===== src/rtl/panel_pkg.sv =====
package panel_pkg;
  // Clock and timing
  localparam longint CLK_PERIOD_NS = 5;
  // Keypad timeout counts in units of this length
  localparam longint KEY_UNIT_NS = 1000000;
  localparam longint KEY_UNIT_CYCLES = KEY_UNIT_NS / CLK_PERIOD_NS;
  // Backlight auto-off period
  localparam longint LIGHT_S = 30;
  localparam longint LIGHT_CYCLES = LIGHT_S * 1000000000 / CLK_PERIOD_NS;
  localparam int LIGHT_W = 34;
  // Strap settle time after reset release
  localparam logic [2:0] BOOT_SETTLE_CYC = 3'h4;
  // Bus geometry
  localparam int ADDR_W = 8;
  // Register byte offsets
  localparam logic [7:0] ADDR_CTRL = 8'h00;
  localparam logic [7:0] ADDR_BOOT_FILE = 8'h04;
  localparam logic [7:0] ADDR_CONTRAST = 8'h08;
  localparam logic [7:0] ADDR_STATUS = 8'h0C;
  localparam logic [7:0] ADDR_FAULT = 8'h10;
  localparam logic [7:0] ADDR_KEY_WAIT = 8'h14;
  localparam logic [7:0] ADDR_WATCH = 8'h18;
  localparam logic [7:0] ADDR_LOW = 8'h1C;
  localparam logic [7:0] ADDR_HIGH = 8'h20;
  localparam logic [7:0] ADDR_KNOB0 = 8'h24;
  localparam logic [7:0] ADDR_KNOB1 = 8'h28;
  localparam logic [7:0] ADDR_IRQ_STAT = 8'h2C;
  localparam logic [7:0] ADDR_IRQ_MASK = 8'h30;
  // Control register fields
  localparam int CTL_ADJ = 0;
  localparam int CTL_LIGHT = 1;
  localparam int CTL_PERIOD = 2;
  localparam int CTL_CONFIRM = 3;
  localparam int CTL_CANCEL = 4;
  // Status register fields
  localparam int ST_DONE = 0;
  localparam int ST_FAULT = 1;
  localparam int ST_ACTIVE = 2;
  localparam int ST_AT_BOOT = 3;
  localparam int ST_CUSTOM = 4;
  localparam int ST_UNSUP = 5;
  // Interrupt bits
  localparam int IRQ_N = 4;
  localparam int EV_DONE = 0;
  localparam int EV_FAULT = 1;
  localparam int EV_TIMEOUT = 2;
  localparam int EV_KEY = 3;
  // Reset values
  localparam logic [4:0] CTRL_RST = 5'h00;
  localparam logic [15:0] BOOT_FILE_RST = 16'h0000;
  localparam logic [15:0] CONTRAST_RST = 16'h0019;
  localparam logic [15:0] LOW_RST = 16'h0000;
  localparam logic [15:0] HIGH_RST = 16'h00FA;
  // Contrast range
  localparam logic [15:0] CONTRAST_MIN = 16'h000F;
  localparam logic [15:0] CONTRAST_MAX = 16'h0023;
  // Fault codes
  localparam logic [15:0] FAULT_NONE = 16'h0000;
  localparam logic [15:0] FAULT_CORRUPT = 16'h0001;
  localparam logic [15:0] FAULT_RANGE = 16'h0002;
  // Image header type word for a bitmap
  localparam logic [15:0] IMG_TYPE_BMP = 16'h4D42;
  // Data file type codes
  localparam logic [2:0] FT_STATUS = 3'h0;
  localparam logic [2:0] FT_BIT = 3'h1;
  localparam logic [2:0] FT_INT = 3'h2;
  localparam logic [2:0] FT_LONG = 3'h3;
  localparam logic [2:0] FT_FLOAT = 3'h4;
  // Menu states
  typedef enum logic [2:0] {
    MENU_BOOT = 3'b001,
    MENU_STATUS = 3'b010,
    MENU_USER = 3'b100
  } menu_type;
endpackage


===== src/rtl/pin_sync3.sv =====
`timescale 1ns/1ps
// Three-stage pin synchroniser with agreement filter
module pin_sync3 #(
  parameter int W = 1
)
(
  input wire logic i_clk,
  input wire logic i_rst_n,
  input wire logic [W-1:0] i_pin,
  output logic [W-1:0] o_level
);
  generate
    for (genvar b = 0; b < W; b++)
    begin : g_bit
      logic [2:0] s_r; // Stage 0 feeds only stage 1
      // Shift chain per bit
      always_ff @(posedge i_clk or negedge i_rst_n)
      begin
        if (!i_rst_n)
          s_r <= 3'h0;
        else
          s_r <= {s_r[1:0], i_pin[b]};
      end
      // Accept a change only when stages 1 and 2 agree
      always_ff @(posedge i_clk or negedge i_rst_n)
      begin
        if (!i_rst_n)
          o_level[b] <= 1'b0;
        else if (s_r[1] == s_r[2])
          o_level[b] <= s_r[2];
      end
    end
  endgenerate
endmodule // pin_sync3


===== src/rtl/panel_ctrl.sv =====
// The APB register port and the address map were left to the implementer.
`timescale 1ns/1ps
// Functional notes
// - Boot picture comes from selected file
// - Check header type and size first
// - Bad or short file shows default
// - Boot strap enters user display directly
// - Zero wait limit means no timeout
// - Key idle past limit leaves user display
// - No-input job done when shown
// - Input job done on confirm/cancel
// - Download checks knobs, sets fault flag
// - Fault code 0, 1 or 2
// - Unsupported watched file type flagged
// - Download clamps knobs to nearer bound
// - Confirm latch sticks until software clears
// - Active flag while in user display
// - Backlight 30 s timer or always on
module panel_ctrl
  import panel_pkg::*;
#(
  parameter int KEY_UNIT_CYC = int'(KEY_UNIT_CYCLES),
  parameter longint LIGHT_CYC = LIGHT_CYCLES
)
(
  input wire logic i_mclk,
  input wire logic i_resetn,
  input wire logic i_psel,
  input wire logic i_penable,
  input wire logic i_pwrite,
  input wire logic [ADDR_W-1:0] i_paddr,
  input wire logic [31:0] i_pwdata,
  output logic [31:0] o_prdata,
  output logic o_pready,
  output logic o_pslverr,
  output logic o_irq,
  input wire logic i_key_confirm,
  input wire logic i_key_cancel,
  input wire logic i_key_other,
  input wire logic i_user_screen_at_boot,
  input wire logic [15:0] i_hdr_type,
  input wire logic [15:0] i_hdr_size,
  input wire logic [15:0] i_file_room,
  input wire logic i_menu_user,
  input wire logic i_menu_back,
  input wire logic i_instr_start,
  input wire logic i_instr_with_input,
  input wire logic i_instr_shown,
  input wire logic i_download,
  input wire logic [15:0] i_new_low,
  input wire logic [15:0] i_new_high,
  input wire logic [15:0] i_new_key_wait,
  input wire logic [15:0] i_new_watch_file,
  input wire logic i_knob_move,
  input wire logic i_knob_sel,
  input wire logic [15:0] i_knob_value,
  input wire logic i_knob_corrupt,
  input wire logic [2:0] i_watched_type,
  output logic [15:0] o_boot_file,
  output logic o_custom_image,
  output logic o_user_screen_active,
  output logic o_done,
  output logic o_type_unsupported,
  output logic o_backlight,
  output logic [15:0] o_contrast,
  output logic o_immediate_adjust
);
  localparam int UW = $clog2(KEY_UNIT_CYC + 1);

  // Refuse counts the counters cannot hold
  if (KEY_UNIT_CYC < 1 || LIGHT_CYC < 1 || LIGHT_CYC >= (64'd1 << LIGHT_W))
  begin : g_bad_param
    $error("panel_ctrl: timing parameter out of range");
  end

  logic [1:0] rst_sync_r; // Reset release chain
  logic rst_n; // Synchronised reset
  logic [3:0] key_lvl; // Filtered pin levels
  logic [2:0] key_prev_r; // Previous key levels
  logic press_ok, press_esc, press_any; // Key press pulses
  menu_type menu_r; // Menu state
  logic [2:0] boot_cnt_r; // Strap settle counter
  logic at_boot_r; // Strap caught after settle time
  logic [4:0] ctrl_r; // Control bits
  logic [15:0] low_r, high_r, key_wait_r, watch_r; // Download words
  logic [15:0] knob_r [2]; // Knob positions
  logic [15:0] fault_code_r; // Fault code
  logic fault_flag_r; // Range fault flag
  logic with_input_r; // Current job waits for keys
  logic [IRQ_N-1:0] irq_stat_r, irq_mask_r, ev; // Interrupts
  logic [UW-1:0] unit_cnt_r; // Timeout unit prescaler
  logic [15:0] wait_cnt_r; // Elapsed idle units
  logic unit_tick, timeout; // Timeout events
  logic [LIGHT_W-1:0] light_cnt_r; // Backlight timer
  logic [1:0] viol; // Knob outside new bounds
  logic [15:0] fixed [2]; // Knob clamped to new bounds
  logic pready_r, acc, wr, rd; // Bus phases
  logic hit; // Address decodes
  logic [31:0] rd_mux; // Read data select

  // Two-flop reset release
  always_ff @(posedge i_mclk or negedge i_resetn)
  begin
    if (!i_resetn)
      rst_sync_r <= 2'h0;
    else
      rst_sync_r <= {rst_sync_r[0], 1'b1};
  end
  assign rst_n = rst_sync_r[1];

  // Pin filtering for keys and the boot strap
  pin_sync3 #(.W(4)) u_sync (
    .i_clk(i_mclk),
    .i_rst_n(rst_n),
    .i_pin({i_user_screen_at_boot, i_key_other, i_key_cancel,
            i_key_confirm}),
    .o_level(key_lvl)
  );

  // Press edges from filtered levels
  always_ff @(posedge i_mclk or negedge rst_n)
  begin
    if (!rst_n)
      key_prev_r <= 3'h0;
    else
      key_prev_r <= key_lvl[2:0];
  end
  assign press_ok = key_lvl[0] && !key_prev_r[0];
  assign press_esc = key_lvl[1] && !key_prev_r[1];
  assign press_any = |(key_lvl[2:0] & ~key_prev_r);

  // Bus phases: no wait state, answer on first access edge
  assign acc = i_psel && i_penable && pready_r;
  assign wr = acc && i_pwrite;
  assign rd = acc && !i_pwrite;

  // Read select and decode
  always_comb
  begin
    rd_mux = 32'h0;
    hit = 1'b1;
    case (i_paddr)
      ADDR_CTRL: rd_mux[4:0] = ctrl_r;
      ADDR_BOOT_FILE: rd_mux[15:0] = o_boot_file;
      ADDR_CONTRAST: rd_mux[15:0] = o_contrast;
      ADDR_STATUS:
      begin
        rd_mux[ST_DONE] = o_done;
        rd_mux[ST_FAULT] = fault_flag_r;
        rd_mux[ST_ACTIVE] = o_user_screen_active;
        rd_mux[ST_AT_BOOT] = at_boot_r;
        rd_mux[ST_CUSTOM] = o_custom_image;
        rd_mux[ST_UNSUP] = o_type_unsupported;
      end
      ADDR_FAULT: rd_mux[15:0] = fault_code_r;
      ADDR_KEY_WAIT: rd_mux[15:0] = key_wait_r;
      ADDR_WATCH: rd_mux[15:0] = watch_r;
      ADDR_LOW: rd_mux[15:0] = low_r;
      ADDR_HIGH: rd_mux[15:0] = high_r;
      ADDR_KNOB0: rd_mux[15:0] = knob_r[0];
      ADDR_KNOB1: rd_mux[15:0] = knob_r[1];
      ADDR_IRQ_STAT: rd_mux[IRQ_N-1:0] = irq_stat_r;
      ADDR_IRQ_MASK: rd_mux[IRQ_N-1:0] = irq_mask_r;
      default: hit = 1'b0;
    endcase
  end

  // Answer is prepared in the setup cycle and held through access
  always_ff @(posedge i_mclk or negedge rst_n)
  begin
    if (!rst_n)
    begin
      pready_r <= 1'b0;
      o_prdata <= 32'h0;
      o_pslverr <= 1'b0;
    end
    else if (i_psel && !i_penable)
    begin
      pready_r <= 1'b1;
      o_prdata <= i_pwrite ? 32'h0 : rd_mux;
      o_pslverr <= !hit;
    end
    else
    begin
      pready_r <= 1'b0;
      o_pslverr <= 1'b0;
    end
  end
  assign o_pready = pready_r;

  // Menu sequencing: boot, status screen, user display
  always_ff @(posedge i_mclk or negedge rst_n)
  begin
    if (!rst_n)
    begin
      menu_r <= MENU_BOOT;
      boot_cnt_r <= 3'h0;
      at_boot_r <= 1'b0;
      o_custom_image <= 1'b0;
    end
    else
    begin
      case (menu_r)
        MENU_BOOT:
        begin
          boot_cnt_r <= boot_cnt_r + 3'h1;
          if (boot_cnt_r == BOOT_SETTLE_CYC)
          begin
            at_boot_r <= key_lvl[3];
            // Custom picture only with right type and enough room
            o_custom_image <= (i_hdr_type == IMG_TYPE_BMP) &&
              (i_hdr_size != 16'h0) && (i_hdr_size <= i_file_room);
            menu_r <= key_lvl[3] ? MENU_USER : MENU_STATUS;
          end
        end
        MENU_STATUS:
          if (i_menu_user)
            menu_r <= MENU_USER;
        MENU_USER:
          if (i_menu_back || timeout)
            menu_r <= MENU_STATUS;
        default:
          menu_r <= MENU_STATUS;
      endcase
    end
  end

  // Active flag tracks user display
  always_ff @(posedge i_mclk or negedge rst_n)
  begin
    if (!rst_n)
      o_user_screen_active <= 1'b0;
    else
      o_user_screen_active <= (menu_r == MENU_USER);
  end

  // Idle key timeout, in units of KEY_UNIT_CYC cycles
  assign unit_tick = (unit_cnt_r == UW'(KEY_UNIT_CYC - 1));
  assign timeout = (menu_r == MENU_USER) && (key_wait_r != 16'h0) &&
    unit_tick && (wait_cnt_r >= key_wait_r - 16'h1);
  always_ff @(posedge i_mclk or negedge rst_n)
  begin
    if (!rst_n)
    begin
      unit_cnt_r <= '0;
      wait_cnt_r <= 16'h0;
    end
    else if (menu_r != MENU_USER || press_any)
    begin
      unit_cnt_r <= '0;
      wait_cnt_r <= 16'h0;
    end
    else if (unit_tick)
    begin
      unit_cnt_r <= '0;
      // Saturate so a long idle count holds at FFFF instead of wrapping to zero
      if (wait_cnt_r != 16'hFFFF)
        wait_cnt_r <= wait_cnt_r + 16'h1;
    end
    else
      unit_cnt_r <= unit_cnt_r + UW'(1);
  end

  // Job done flag; a new job clears it, completion sets it
  always_ff @(posedge i_mclk or negedge rst_n)
  begin
    if (!rst_n)
    begin
      o_done <= 1'b0;
      with_input_r <= 1'b0;
    end
    else
    begin
      if (i_instr_start)
      begin
        o_done <= 1'b0;
        with_input_r <= i_instr_with_input;
      end
      if (i_instr_shown && !with_input_r)
        o_done <= 1'b1;
      if (with_input_r && (menu_r == MENU_USER) && (press_ok || press_esc))
      begin
        o_done <= 1'b1;
        with_input_r <= 1'b0;
      end
    end
  end

  // Control bits; key presses win over a software clear
  always_ff @(posedge i_mclk or negedge rst_n)
  begin
    if (!rst_n)
      ctrl_r <= CTRL_RST;
    else
    begin
      if (wr && i_paddr == ADDR_CTRL)
        ctrl_r <= i_pwdata[4:0];
      if (menu_r == MENU_USER && press_ok)
        ctrl_r[CTL_CONFIRM] <= 1'b1;
      if (menu_r == MENU_USER && press_esc)
        ctrl_r[CTL_CANCEL] <= 1'b1;
    end
  end

  // Boot file and contrast, contrast clamped to its range
  always_ff @(posedge i_mclk or negedge rst_n)
  begin
    if (!rst_n)
    begin
      o_boot_file <= BOOT_FILE_RST;
      o_contrast <= CONTRAST_RST;
    end
    else if (wr && i_paddr == ADDR_BOOT_FILE)
      o_boot_file <= i_pwdata[15:0];
    else if (wr && i_paddr == ADDR_CONTRAST)
    begin
      if (i_pwdata[15:0] < CONTRAST_MIN)
        o_contrast <= CONTRAST_MIN;
      else if (i_pwdata[15:0] > CONTRAST_MAX)
        o_contrast <= CONTRAST_MAX;
      else
        o_contrast <= i_pwdata[15:0];
    end
  end

  // Per-knob check against the incoming bounds
  generate
    for (genvar k = 0; k < 2; k++)
    begin : g_knob
      logic below, above; // Side of the violation
      assign below = knob_r[k] < i_new_low;
      assign above = knob_r[k] > i_new_high;
      assign viol[k] = below || above;
      // Crossed bounds: both true, take the closer one
      always_comb
      begin
        fixed[k] = knob_r[k];
        if (below && above)
          fixed[k] = ((i_new_low - knob_r[k]) <= (knob_r[k] - i_new_high))
            ? i_new_low : i_new_high;
        else if (below)
          fixed[k] = i_new_low;
        else if (above)
          fixed[k] = i_new_high;
      end
    end
  endgenerate

  // Download: load words, clamp knobs, update fault state
  always_ff @(posedge i_mclk or negedge rst_n)
  begin
    if (!rst_n)
    begin
      low_r <= LOW_RST;
      high_r <= HIGH_RST;
      key_wait_r <= 16'h0;
      watch_r <= 16'h0;
      knob_r[0] <= LOW_RST;
      knob_r[1] <= LOW_RST;
      fault_flag_r <= 1'b0;
      fault_code_r <= FAULT_NONE;
    end
    else if (i_download)
    begin
      // Single pulse completes the whole check
      low_r <= i_new_low;
      high_r <= i_new_high;
      key_wait_r <= i_new_key_wait;
      watch_r <= i_new_watch_file;
      knob_r[0] <= fixed[0];
      knob_r[1] <= fixed[1];
      fault_flag_r <= |viol;
      fault_code_r <= (|viol) ? FAULT_RANGE : FAULT_NONE;
    end
    else
    begin
      if (i_knob_corrupt)
        fault_code_r <= FAULT_CORRUPT;
      // Live knob moves stay inside current bounds
      if (i_knob_move)
      begin
        if (i_knob_value < low_r)
          knob_r[i_knob_sel] <= low_r;
        else if (i_knob_value > high_r)
          knob_r[i_knob_sel] <= high_r;
        else
          knob_r[i_knob_sel] <= i_knob_value;
      end
    end
  end

  // Watched file type check
  always_ff @(posedge i_mclk or negedge rst_n)
  begin
    if (!rst_n)
      o_type_unsupported <= 1'b0;
    else
      o_type_unsupported <= !(i_watched_type inside
        {FT_STATUS, FT_BIT, FT_INT, FT_LONG, FT_FLOAT});
  end

  // Backlight timer restarts on any key press
  always_ff @(posedge i_mclk or negedge rst_n)
  begin
    if (!rst_n)
      light_cnt_r <= LIGHT_W'(LIGHT_CYC);
    else if (press_any)
      light_cnt_r <= LIGHT_W'(LIGHT_CYC);
    else if (light_cnt_r != '0)
      light_cnt_r <= light_cnt_r - LIGHT_W'(1);
  end

  // Backlight output
  always_ff @(posedge i_mclk or negedge rst_n)
  begin
    if (!rst_n)
      o_backlight <= 1'b0;
    else
      o_backlight <= ctrl_r[CTL_LIGHT] &&
        (ctrl_r[CTL_PERIOD] || light_cnt_r != '0);
  end

  // Event sources
  always_comb
  begin
    ev = '0;
    ev[EV_DONE] = (i_instr_shown && !with_input_r) ||
      (with_input_r && menu_r == MENU_USER && (press_ok || press_esc));
    ev[EV_FAULT] = i_download && (|viol);
    ev[EV_TIMEOUT] = timeout;
    ev[EV_KEY] = (menu_r == MENU_USER) && (press_ok || press_esc);
  end

  // Sticky status cleared by read; only bits seen are cleared
  always_ff @(posedge i_mclk or negedge rst_n)
  begin
    if (!rst_n)
    begin
      irq_stat_r <= '0;
      irq_mask_r <= '0;
    end
    else
    begin
      if (rd && i_paddr == ADDR_IRQ_STAT)
        irq_stat_r <= (irq_stat_r & ~o_prdata[IRQ_N-1:0]) | ev;
      else
        irq_stat_r <= irq_stat_r | ev;
      if (wr && i_paddr == ADDR_IRQ_MASK)
        irq_mask_r <= i_pwdata[IRQ_N-1:0];
    end
  end

  // Interrupt line
  always_ff @(posedge i_mclk or negedge rst_n)
  begin
    if (!rst_n)
      o_irq <= 1'b0;
    else
      o_irq <= |(irq_stat_r & irq_mask_r);
  end
  assign o_immediate_adjust = ctrl_r[CTL_ADJ];
endmodule // panel_ctrl


===== config.mk =====
export PLATFORM = sky130hd
export DESIGN_NAME = panel_ctrl
export DESIGN_NICKNAME = d
export VERILOG_FILES = /design/src/rtl/panel_pkg.sv /design/src/rtl/pin_sync3.sv /design/src/rtl/panel_ctrl.sv
export SDC_FILE = /design/constraint.sdc
export NUM_CORES = 1
export LEC_CHECK = 0
export BUFFER_PORTS_ARGS = -buffer_cell sky130_fd_sc_hd__buf_2
export CAP_MARGIN = 20
export CORE_AREA = 3 3 194 196
export CTS_CLUSTER_DIAMETER = 200
export DETAILED_ROUTE_END_ITERATION = 7
export DIE_AREA = 0 0 197 199
export GPL_ROUTABILITY_DRIVEN = 0
export PLACE_DENSITY = 0.73
export SYNTH_ARGS = -nofsm -noshare
export SYNTH_HDL_FRONTEND = slang
export SYNTH_HIERARCHICAL = 1
export SYNTH_SLANG_ARGS = --single-unit
export TNS_END_PERCENT = 10

===== constraint.sdc =====
create_clock -name i_mclk -period 8.5 [get_ports i_mclk]
set_input_delay 2.55 -clock i_mclk [delete_from_list [all_inputs] [get_ports i_mclk]]
set_output_delay 2.55 -clock i_mclk [all_outputs]
set_load 0.02 [all_outputs]

Word level (Yosys, flattened, before mapping) --
Cells that the tools add are included.
Word-level totals: input bits 189, bits in read-only memories 0, memories kept 0, latch bits 0, bits in registers 295, word-level logic and storage cells 224, bits in writable memories 0
Cells by class: $lt $le $gt $ge 14, shift-type cells 0, multiplexer cells 51, $add $sub $neg 9, $mul 0, divide/modulo/power cells 0, bitwise logic cells 9, reductions and logical operators 67, equal/unequal tests 33
Operators by type and width (number):
- $mux W16 | 17
- $mux W32 | 4
- $bwmux W32 | 3
- $pmux W10 S9 | 1
- $mux W34 | 2
- $sub A16 B16 Y16 | 4
- $pmux W4 S13 | 1
- $gt A16 B16 Y1 | 3
- $le A16 B16 Y1 | 3
- $lt A16 B16 Y1 | 3
- $eq A8 B6 Y1 const B | 5
- $mux W18 | 2
- $reduce_bool A34 Y1 | 1
- $sub A34 B1 Y34 const B | 1
- $eq A8 B5 Y1 const B | 4
- $reduce_bool A16 Y1 | 2
- $logic_and A1 B1 Y1 | 28
- $add A18 B1 Y18 const B | 1
- $eq A18 B18 Y1 const B | 1
- $add A16 B1 Y16 const B | 1
- $demux W16 S1 | 1
- $eq A16 B15 Y1 const B | 1
- $eq A8 B4 Y1 const B | 2
- $ge A16 B16 Y1 | 1
- other kinds (43) | 91

Longest topological paths before layout --
Gate-level depths: netlist of run 1.
word-level depth 10, mapped depth 21, mapped depth without buffers 20

By module --
The synthesis of run 1 kept the hierarchy.
By module, submodules not included:
- panel_ctrl | times used 1, area an instance 17440.5 µm², cells each 1907
- pin_sync3 | times used 1, area an instance 445.4 µm², cells each 20

Least setup slack after synthesis of run 1 --
No wires, ideal clock.
path kind input port to flip-flop, start point input port i_new_high[0], end point register knob_r[0] (netlist bit), cell stages on the path 20, setup slack 1863 ps, path buffers 1, data arrival time 6508 ps, cell sequence ha_1 > fa_1 > nor2b_1 > o21ai_0 > a21oi_1 > nor2_1 > o31ai_1 > a21o_1 > a21oi_1 > xor2_1 > ha_1 > nand4_1 > nor4_1 > nor2_1 > o31ai_1 > o21ai_0 > o31ai_1 > clkbuf_1 > nor2_1 > a2111o_1
On the way: word-level cells in the longest chain between the ends 5
Ends and longest elaborated chain:
- start: declaration | line panel_ctrl.sv:51 | input wire logic [15:0] i_new_high,
- $sub A16 B16 Y16 | line panel_ctrl.sv:339 | fixed[k] = ((i_new_low - knob_r[k]) <= (knob_r[k] - i_new_high))
- $le A16 B16 Y1 | line panel_ctrl.sv:339
- $mux W16 | line panel_ctrl.sv:340 | ? i_new_low : i_new_high;
- $mux W16 | line panel_ctrl.sv:338 | if (below && above)
- $mux W32 | line panel_ctrl.sv:363 | else if (i_download)
- end signal: indexed assignment | line panel_ctrl.sv:383 | knob_r[i_knob_sel] <= low_r;
- end signal: indexed assignment | line panel_ctrl.sv:385 | knob_r[i_knob_sel] <= high_r;
- end signal: indexed assignment | line panel_ctrl.sv:387 | knob_r[i_knob_sel] <= i_knob_value;
- end: declaration | line panel_ctrl.sv:86 | logic [15:0] knob_r [2];
Several ways; a longest one is shown, not always the timed one. The select of a mux whose other input is x is not followed. A chain may end at the register's enable or synchronous reset.

Worst setup path after layout of run 1 --
start point input port i_new_low[1], end point register knob_r[23] (netlist bit)
On the way: word-level cells in the longest chain between the ends 5
Ends and longest elaborated chain:
- start: declaration | line panel_ctrl.sv:50 | input wire logic [15:0] i_new_low,
- $sub A16 B16 Y16 | line panel_ctrl.sv:339
- $le A16 B16 Y1 | line panel_ctrl.sv:339
- $mux W16 | line panel_ctrl.sv:340
- $mux W16 | line panel_ctrl.sv:338
- $mux W32 | line panel_ctrl.sv:363
Several ways; a longest one is shown, not always the timed one.

==> results.cfg, run 1 <==
[critical_path]
worstSetupStartpointType = input port
path_max_fanout = 15
cp-end-kind = flop
slowest_delay_ns = 0.68
reg2reg_slack_ns = 2.99
crit_arrival_ns = 7.41
path_delay_family = compound AO/OA/AOI/OAI gates
cp.required_ns = 8.92
cp.depth = 17
r2r-start = knob_r[17]
rr_endpoint = knob_r[23]
crit_slowest_cell = o41ai_1
path_cells = buf_2 -> ha_1 -> nor2b_1 -> o21a_1 -> o21ai_0 -> a21oi_1 -> a221o_1 -> o41ai_1 -> o311ai_0 -> ha_1 -> nand4_1 -> nor4_1 -> a221oi_1 -> nand2_1 -> a31o_2 -> mux2i_1 -> a221o_1
critPathKind = input port to flop
crit_buf_inv = 1
reg2reg_depth = 17

[pwr]
internal-power_w = 0.00347
p_sw_share_pct = 40.5
power.density_mw_per_mm2 = 284
comb_power_share_pct = 48.6
power_leakage_nw = 9.84
pwr-share-clk_pct = 23.0
switchingPower_w = 0.00237
max-vdd-ir-drop_mv = 0.169
power_frac_seq_pct = 28.4

[clock_tree]
cts_resized = 0
clock-root-buffer = clkbuf_16
clk_path_buf_depth = 3
cts_hold_buf = 0
clk_pin_slew_ns = 0.06
cts_max_level = 1
numClockSinks = 265
numCtsBuffers = 28
clock_latency_ns = 0.54
cts_tree = built
post-cts-setup-buffers = 0

[place]
port-buffer-count = 229
hpwl_um = 42000

[timing]
min_period_over_period_pct = 82.3
hold_violations = 0
rsz0062_at_grt = false
final_max_slew_viol_count = 0
min_period_ns = 6.99
setup_violations = 0
worst_pin_slew_ns = 1.07
max_slew_margin_pct = 28.2
whs_ns = 0.343
fmax_mhz = 143
fin_skew_ns = 0.00833
final.setup.tns_ns = 0

[drt]
drt_wl_total_um = 54400
ant_nets = 0
routed-via-count = 16141
dr.first_iter.drc_count = 1614
avgRoutedWirePerCell_um = 20.6
vias_per_cell = 6.12
drc = 0
drt_pass1_iterations = 7

[flow_run]
drv_cap = 0

[logic_synthesis]
synth_seq_cells = 265
yosysWarnings = 6
synth_area_mm2 = 0.0179
synth-seq-area-share_pct = 37.2
synth_cell_type_count = 80
synthCells = 1927
synth_edf_count = 0
synth_flop_cell = dfrtp_1
postSynthAreaPerCell_um2 = 9.28
async_reset_ff_share_pct = 100

[floorplanning]
rows = 70
dieArea_mm2 = 0.0392
coreArea_mm2 = 0.0363
die_w_um = 197
start_util_pct = 49.3
die_h_um = 199
io_pins = 262

[global_routing]
grt_usage_pct = 26.6
busiest_layer = met2
antenna_found_initial = 4
grt_pass1_wl_um = 83300
grt_use_met1_pct = 35.8
use_met3_pct = 4.88
grt_pass1_vias = 15657
grt_max_degree = 147
grt_util_met2_pct = 43.2
overflow = 0

[cells_and_area]
num-fill-cells = 3207
syn_to_final_growth_pct = 14.9
drive_above_1_share_pct = 18.6
nets = 2506

[hold_path]
hold_path.class = flop to flop
hold_start = u_sync/g_bit[1].s_r[0]
holdPathStages = 0
holdPathEnd = u_sync/g_bit[1].s_r[1]

[status]
status = complete, no violations
==> final cells by class <==
class / count / area (um^2) / area share [%]
multi-input cells: 1460 / 10400 / 50.7
flip-flops and latches: 265 / 6660 / 32.4
repair buffers: 250 / 1330 / 6.47
clock buffers: 35 / 788 / 3.84
well taps: 468 / 586 / 2.85
inverters: 144 / 541 / 2.63
clock inverters: 14 / 223 / 1.08
diodes: 3 / 7.51 / 0.0365
==> cell usage in the layout (no fill, tap or decap), types with 8 or more instances in the layout <==
master,n
dfrtp_1,242
buf_2,228
ha_1,164
inv_1,144
nand2_1,138
nor2_1,132
o21ai_0,125
a21oi_1,122
xor2_1,60
xnor2_1,58
nand3_1,53
mux2_2,53
a21o_1,50
nand4_1,39
mux2i_1,35
a221o_1,33
nor3_1,30
a22oi_1,29
clkbuf_16,29
nor4_1,23
dfstp_2,22
nand2b_1,19
and2_1,19
buf_4,19
or3_1,18
a211oi_1,17
conb_1,17
nor2b_1,16
o21a_1,16
and3_1,16
o22ai_1,16
a222oi_1,14
o31ai_1,10
a22o_1,10
or2_2,8
a221oi_1,8
==> state kept, by name, indices dropped and copies added, names as in the netlist, 12 cells and up <==
register          flops
light_cnt_r          34
knob_r               32
unit_cnt_r           18
high_r               16
key_wait_r           16
low_r                16
o_boot_file          16
o_contrast           16
o_prdata             16
wait_cnt_r           16
watch_r              16
u_sync/g_bit.s_r     12
==> synth_stat cells, types with 19 or more instances <==
cell type,instances,area (um^2)
a22oi_1,29,218
a221o_1,33,330
nand3_1,53,265
clkbuf_1,45,169
nand2_1,138,518
dfrtp_1,243,6080
nor4_1,23,144
o21ai_0,125,626
dfstp_2,22,578
nand4_1,39,244
a21o_1,50,375
a21oi_1,122,611
nor3_1,30,150
nor2_1,132,495
mux2i_1,35,350
inv_1,144,541
xor2_1,60,526
mux2_2,53,597
nand2b_1,19,119
and2_1,19,119
xnor2_1,58,508
ha_1,164,2050
==> power groups by stage <==
| stage | clock (W) | sequential, W | combinational (W) |
|---|---|---|---|
| 6_report | 0.00134 | 0.00166 | 0.00284 |
| 5_1_grt | 0.00141 | 0.00167 | 0.00315 |
| 4_1_cts | 0.00135 | 0.00164 | 0.00279 |
| 3_5_place_dp | 0 | 0.00166 | 0.00277 |
| 3_3_place_gp | 0 | 0.00166 | 0.00267 |
| 2_1_floorplan | 0 | 0.00158 | 0.00211 |
==> cell families (layout without fill, tap and decap cells) <==
| family | after synthesis | in the layout | share of synthesized area, % |
|---|---|---|---|
| flops | 265 | 265 | 37.2 |
| compound gates | 522 | 522 | 19.6 |
| simple gates | 543 | 543 | 14.9 |
| mux | 88 | 88 | 5.30 |
| other cells | 2 | 20 | 0.0420 |
| xor+xnor | 118 | 118 | 5.78 |
| fa+ha+maj | 172 | 172 | 12.2 |
| buf+inv | 217 | 443 | 4.97 |
==> worst max path at each step <==
stage,start,to
floorplan,rst_sync_r[1],at_boot_r
global placement,i_new_low[1],knob_r[28]
detailed placement,i_new_low[1],knob_r[23]
CTS,i_new_low[1],knob_r[23]
global route,i_new_low[1],knob_r[28]
finish,i_new_low[1],knob_r[23]
==> stage by stage <==
| step | cell area [um^2] | power [W] | utilization, % | setup WS (ns) | cells |
|---|---|---|---|---|---|
| 2_1_floorplan | 17900 | 0.00369 | - | 0.606 | 1942 |
| 3_3_place_gp | 19500 | 0.00433 | 53.8 | 1.15 | 2583 |
| 3_5_place_dp | 19500 | 0.00443 | 53.8 | 1.05 | 2584 |
| 4_1_cts | 20500 | 0.00579 | 56.6 | 1.60 | 2633 |
| 5_1_grt | 20600 | 0.00622 | 56.7 | 1.20 | 2639 |
| 6_report | 20600 | 0.00584 | 56.7 | 1.51 | 2639 |
==> routing by layer <==
layer / up-vias / share of wire, %
met5: - / 0.026
met1: 7843 / 42
met4: 2 / 3.5
met3: 124 / 8.5
li1: 7447 / -
met2: 725 / 46
Power figures use the tool's default switching activity.
==> run 2: changes to the inputs <==
--- a/config.mk
+++ b/config.mk
@@ -12,7 +12,7 @@
 export DETAILED_ROUTE_END_ITERATION = 7
 export DIE_AREA = 0 0 197 199
 export GPL_ROUTABILITY_DRIVEN = 0
-export PLACE_DENSITY = 0.73
+export PLACE_DENSITY = 0.7
 export SYNTH_ARGS = -nofsm -noshare
 export SYNTH_HDL_FRONTEND = slang
 export SYNTH_HIERARCHICAL = 1
==> constraint.sdc (replaced) <==
create_clock -name i_mclk -period 7.1 [get_ports i_mclk]
set_input_delay 2.13 -clock i_mclk [delete_from_list [all_inputs] [get_ports i_mclk]]
set_output_delay 2.13 -clock i_mclk [all_outputs]
set_load 0.02 [all_outputs]
==> run 2 against run 1 <==
Clock power rose by 17%. Non-clock buffer count grew 5. Via count is essentially flat. Core utilization hardly changed. Die area unchanged. Final area is essentially flat. Global-route usage increased by 0.58 points. First-iteration DRC count down 10%. Sequential cell count is the same.
==> results.cfg, run 2 (same netlist as run 1, synthesis figures left out) <==
[status]
status = complete, no violations

[drt]
drc = 0
routed-via-count = 16145
drt_pass1_iterations = 6
dr.first_iter.drc_count = 1451
vias_per_cell = 6.10
drt_wl_total_um = 55300
avgRoutedWirePerCell_um = 20.9
ant_nets = 0

[cells_and_area]
postLayoutCoreUtil_pct = 56.7
largest_reg_flops = 34
mostFrequentLayoutCell = dfrtp_1
final_cell_mix = dfrtp_1 (242), buf_2 (228), ha_1 (164)
final_area_mm2 = 0.0206
multi_input_area_mm2 = 0.0104
reg_top3 = light_cnt_r: 34 flops, knob_r: 32 flops, unit_cnt_r: 18 flops
seq_area_mm2 = 0.00666
syn_to_final_growth_pct = 15.0
drive_above_1_share_pct = 18.8
top_register = light_cnt_r
nets = 2511
num-fill-cells = 3269

[clock_tree]
cts_hold_buf = 0
clk_path_buf_depth = 3
cts_max_level = 1
clock_latency_ns = 0.55
clk_pin_slew_ns = 0.06
numCtsBuffers = 28
clock-root-buffer = clkbuf_16
cts_tree = built
cts_resized = 0
numClockSinks = 265
post-cts-setup-buffers = 0

[floorplanning]
start_util_pct = 49.3
rows = 70
die_w_um = 197
io_pins = 262
coreArea_mm2 = 0.0363
dieArea_mm2 = 0.0392
die_h_um = 199

[global_routing]
overflow = 0
grt_max_degree = 158
grt_usage_pct = 27.2
grt_pass1_vias = 15697
grt_pass1_wl_um = 85300
antenna_found_initial = 2

[critical_path]
path_delay_family = compound AO/OA/AOI/OAI gates
crit_slowest_cell = o2bb2ai_2
cp.required_ns = 7.53
cp-end-kind = flop
crit_arrival_ns = 6.69
worstSetupStartpointType = input port
path_cells = buf_2 -> inv_1 -> ha_1 -> fa_1 -> nor2b_1 -> o21a_1 -> or2_2 -> a21oi_1 -> o21ai_0 -> a21o_1 -> a21oi_1 -> xnor2_1 -> ha_1 -> nand4_1 -> a2111oi_0 -> a211oi_1 -> o21ai_0 -> o2bb2ai_2 -> o22ai_1 -> a221o_1
critPathKind = input port to flop
path_max_fanout = 16
slowest_delay_ns = 0.47
crit_buf_inv = 2

[timing]
max_slew_margin_pct = 27.3
fin_ws_ns = 0.839
setup_violations = 0
final_max_slew_viol_count = 0
hold_violations = 0
min_period_ns = 6.26
fin_skew_ns = 0.0134
rsz0062_at_grt = false
whs_ns = 0.275
final.setup.tns_ns = 0
fmax_mhz = 160
min_period_over_period_pct = 88.2
worst_pin_slew_ns = 1.09

[pwr]
p_sw_share_pct = 41.0
comb_power_share_pct = 49.2
internal-power_w = 0.00413
power.density_mw_per_mm2 = 340
pwr-share-clk_pct = 22.5
power_leakage_nw = 9.86
max-vdd-ir-drop_mv = 0.205
switchingPower_w = 0.00286
power_frac_seq_pct = 28.3

[flow_run]
drv_cap = 0

[hold_path]
hold_path.class = flop to asynchronous set/reset pin

[place]
postPlaceCellArea_mm2 = 0.0196
dp_slack_ns = 0.351
port-buffer-count = 229
hpwl_um = 42700
==> run 2: cell type report <==
class	instances	share of cell area [%]
Antenna cell	1	0.0122
Inverter	144	2.63
Clock buffer	38	3.88
Tap cell	468	2.85
Multi-Input combinational cell	1460	50.6
Sequential cell	265	32.4
Timing Repair Buffer	255	6.65
Clock inverter	14	0.961
==> run 2: path summary, 6_finish.rpt <==
path	cells past startpoint	slack (ns)	start	to
worst max-delay path	20	0.84	i_new_low[0]	knob_r[14]
worst min-delay path	0	0.27	rst_sync_r[1]	u_sync/g_bit[2].s_r[0]
worst max register to register	19	1.99	knob_r[17]	knob_r[24]
worst min register to register	0	0.27	rst_sync_r[1]	u_sync/g_bit[2].s_r[0]
max in group asynchronous	1	5.49	rst_sync_r[1]	o_contrast[10]
min in group i_mclk	0	0.35	u_sync/g_bit[2].s_r[0]	u_sync/g_bit[2].s_r[1]
==> run 2: layer usage <==
layer,wire (um),track usage (%),up-vias
met5,5,0,-
li1,-,-,7466
met1,23400,37.3,7887
met3,4280,3.64,100
met2,26100,45.5,690
met4,1480,7.58,2
==> run 2: worst reg2reg max path: cells and delay by family (launching register included) <==
family / cells / cell delay [ns]
multiplexers: 1 / 0.11
buffers and inverters: 3 / 0.52
AO/OA/AOI/OAI: 9 / 2.08
flip-flops: 1 / 0.55
AND/OR/NAND/NOR: 4 / 1.07
adder cells (fa/ha/maj): 2 / 0.67
==> run 2: stage by stage <==
| stage | power, W | std cells |
|---|---|---|
| after global placement | 0.00523 | 2592 |
| after detailed placement | 0.00536 | 2592 |
| after global routing | 0.00746 | 2645 |
| final | 0.00699 | 2645 |
| after floorplan | 0.00441 | 1942 |
| after CTS | 0.00695 | 2644 |
==> run 2: power by group through the flow <==
stage | Combinational, W | Sequential [W] | Clock [W]
after CTS | 0.00340 | 0.00197 | 0.00159
after detailed placement | 0.00337 | 0.00199 | 0
after global placement | 0.00324 | 0.00198 | 0
after global routing | 0.00380 | 0.00200 | 0.00166
after floorplan | 0.00253 | 0.00189 | 0
final | 0.00344 | 0.00198 | 0.00157
==> run 3: changes to the inputs <==
--- a/config.mk
+++ b/config.mk
@@ -13,6 +13,7 @@
 export DIE_AREA = 0 0 197 199
 export GPL_ROUTABILITY_DRIVEN = 0
 export PLACE_DENSITY = 0.7
+export REMOVE_ABC_BUFFERS = 1
 export SYNTH_ARGS = -nofsm -noshare
 export SYNTH_HDL_FRONTEND = slang
 export SYNTH_HIERARCHICAL = 1
==> run 3 against run 2 <==
Combinational power barely moved. Sequential power barely moved. Critical path depth fell by 2. Clock skew fell by 0.0019 ns. Largest cell class unchanged. Highest routed layer unchanged.
==> results.cfg, run 3 (same netlist as run 1, synthesis figures left out) <==
[cells_and_area]
num-fill-cells = 3268
postLayoutCoreUtil_pct = 56.8
mostFrequentLayoutCell = dfrtp_1
largest_reg_flops = 34
drive_above_1_share_pct = 18.9
reg_top3 = light_cnt_r: 34 flops, knob_r: 32 flops, unit_cnt_r: 18 flops
final_area_mm2 = 0.0206
final_cells = 2647
nets = 2513
multi_input_area_mm2 = 0.0104
final_cell_mix = dfrtp_1 (242), buf_2 (228), ha_1 (164)
seq_area_mm2 = 0.00666
top_register = light_cnt_r
syn_to_final_growth_pct = 15.1

[global_routing]
overflow = 0
grt_max_degree = 153
grt_pass1_wl_um = 84900
grt_use_met1_pct = 36.4
grt_usage_pct = 27.1
grt_util_met2_pct = 45.5
busiest_layer = met2
grt_pass1_vias = 15719
use_met3_pct = 4.62
antenna_found_initial = 3

[drt]
vias_per_cell = 6.03
avgRoutedWirePerCell_um = 20.6
drt_wl_total_um = 54500
drt_pass1_iterations = 7
drc = 0
dr.first_iter.drc_count = 1309
ant_nets = 0
routed-via-count = 15958

[status]
status = complete, no violations

[floorplanning]
die_h_um = 199
dieArea_mm2 = 0.0392
io_pins = 262
rows = 70
start_util_pct = 49.3
coreArea_mm2 = 0.0363
die_w_um = 197

[hold_path]
hold_path.class = flop to flop

[critical_path]
crit_slowest_cell = o41ai_1
path_max_fanout = 15
crit_arrival_ns = 6.59
cp-end-kind = flop
path_cells = buf_2 -> ha_1 -> nor2b_1 -> o21a_1 -> o21ai_0 -> a21oi_1 -> a221o_1 -> o41ai_1 -> o311ai_0 -> ha_1 -> nand4_1 -> nor4_1 -> a221oi_1 -> nand2_1 -> a31o_2 -> buf_12 -> mux2i_1 -> a221o_1
slowest_delay_ns = 0.60
critPathKind = input port to flop
cp.required_ns = 7.52
worstSetupStartpointType = input port

[clock_tree]
clock-root-buffer = clkbuf_16
cts_resized = 0
clk_pin_slew_ns = 0.06
post-cts-setup-buffers = 0
cts_hold_buf = 0
cts_tree = built
numClockSinks = 265
clock_latency_ns = 0.55
clk_path_buf_depth = 3
cts_max_level = 1
numCtsBuffers = 28

[timing]
rsz0062_at_grt = false
fin_ws_ns = 0.938
worst_pin_slew_ns = 0.943
hold_violations = 0
final_max_slew_viol_count = 0
fmax_mhz = 162
setup_violations = 0
fin_skew_ns = 0.0115
max_slew_margin_pct = 37.0
min_period_over_period_pct = 86.8
min_period_ns = 6.16

[pwr]
switchingPower_w = 0.00284
power_frac_seq_pct = 28.3
comb_power_share_pct = 48.9
max-vdd-ir-drop_mv = 0.197
power_leakage_nw = 9.87
pwr-share-clk_pct = 22.8
p_sw_share_pct = 40.6
internal-power_w = 0.00415
power.density_mw_per_mm2 = 340

[place]
dp_slack_ns = 0.368
dp_cells = 2594
hpwl_um = 42600
port-buffer-count = 229
postPlaceCellArea_mm2 = 0.0196

[flow_run]
drv_cap = 0
run 3: cell count changes in the layout (fill, tap and decap cells not counted), sizes merged:
cell	before	now
buf	255	257
bufinv	4	5
clkbuf	38	36
clkinv	8	9
run 3: power by group through the flow:
stage	registers, W	logic, W	clock network (W)
2_1_floorplan	0.00189	0.00248	0
3_3_place_gp	0.00198	0.00325	0
3_5_place_dp	0.00199	0.00336	0
4_1_cts	0.00196	0.00339	0.00162
5_1_grt	0.00200	0.00382	0.00168
6_report	0.00198	0.00342	0.00159
run 3: final cells by class:
cell class              count  share of cell area (%)
multi-input cells        1460                    50.5
flip-flops and latches    265                    32.4
repair buffers            257                    6.72
clock buffers              36                    3.85
well taps                 468                    2.84
inverters                 144                    2.63
clock inverters            16                    1.05
diodes                      1                  0.0122
run 3: path summary, 6_finish.rpt:
kind                                   startpoint                endpoint  slack, ns  depth (start not counted)
max                                  i_new_low[1]              knob_r[20]       0.94                         18
min                        u_sync/g_bit[1].s_r[0]  u_sync/g_bit[1].s_r[1]       0.35                          0
max reg2reg                            knob_r[17]              knob_r[20]       2.01                         18
min reg2reg                u_sync/g_bit[1].s_r[0]  u_sync/g_bit[1].s_r[1]       0.35                          0
max in group asynchronous           rst_sync_r[1]          wait_cnt_r[15]       5.33                          1
min in group asynchronous           rst_sync_r[1]  u_sync/g_bit[0].s_r[0]       0.43                          0
run 3: routing by layer:
| metal | vias to the layer above | wire length [um] |
|---|---|---|
| met4 | 2 | 1470 |
| met3 | 95 | 4330 |
| met2 | 642 | 25900 |
| met1 | 7752 | 22800 |
| li1 | 7467 | - |
| met5 | - | 17 |
run 3: critical path: cells and delay by family:
family	cells	cell delay, ns
compound gates	9	2.50
fa+ha+maj	2	0.67
simple gates	4	0.86
mux	1	0.10
buf+inv	2	0.31
run 3: through the flow:
stage	TNS, ns	hold WS [ns]	power, W
finish	0	0.352	0.00699
global route	0	0.354	0.00749
CTS	0	0.352	0.00697
detailed placement	0	0.336	0.00535
global placement	0	0.336	0.00523
floorplan	-191.25	0.331	0.00437
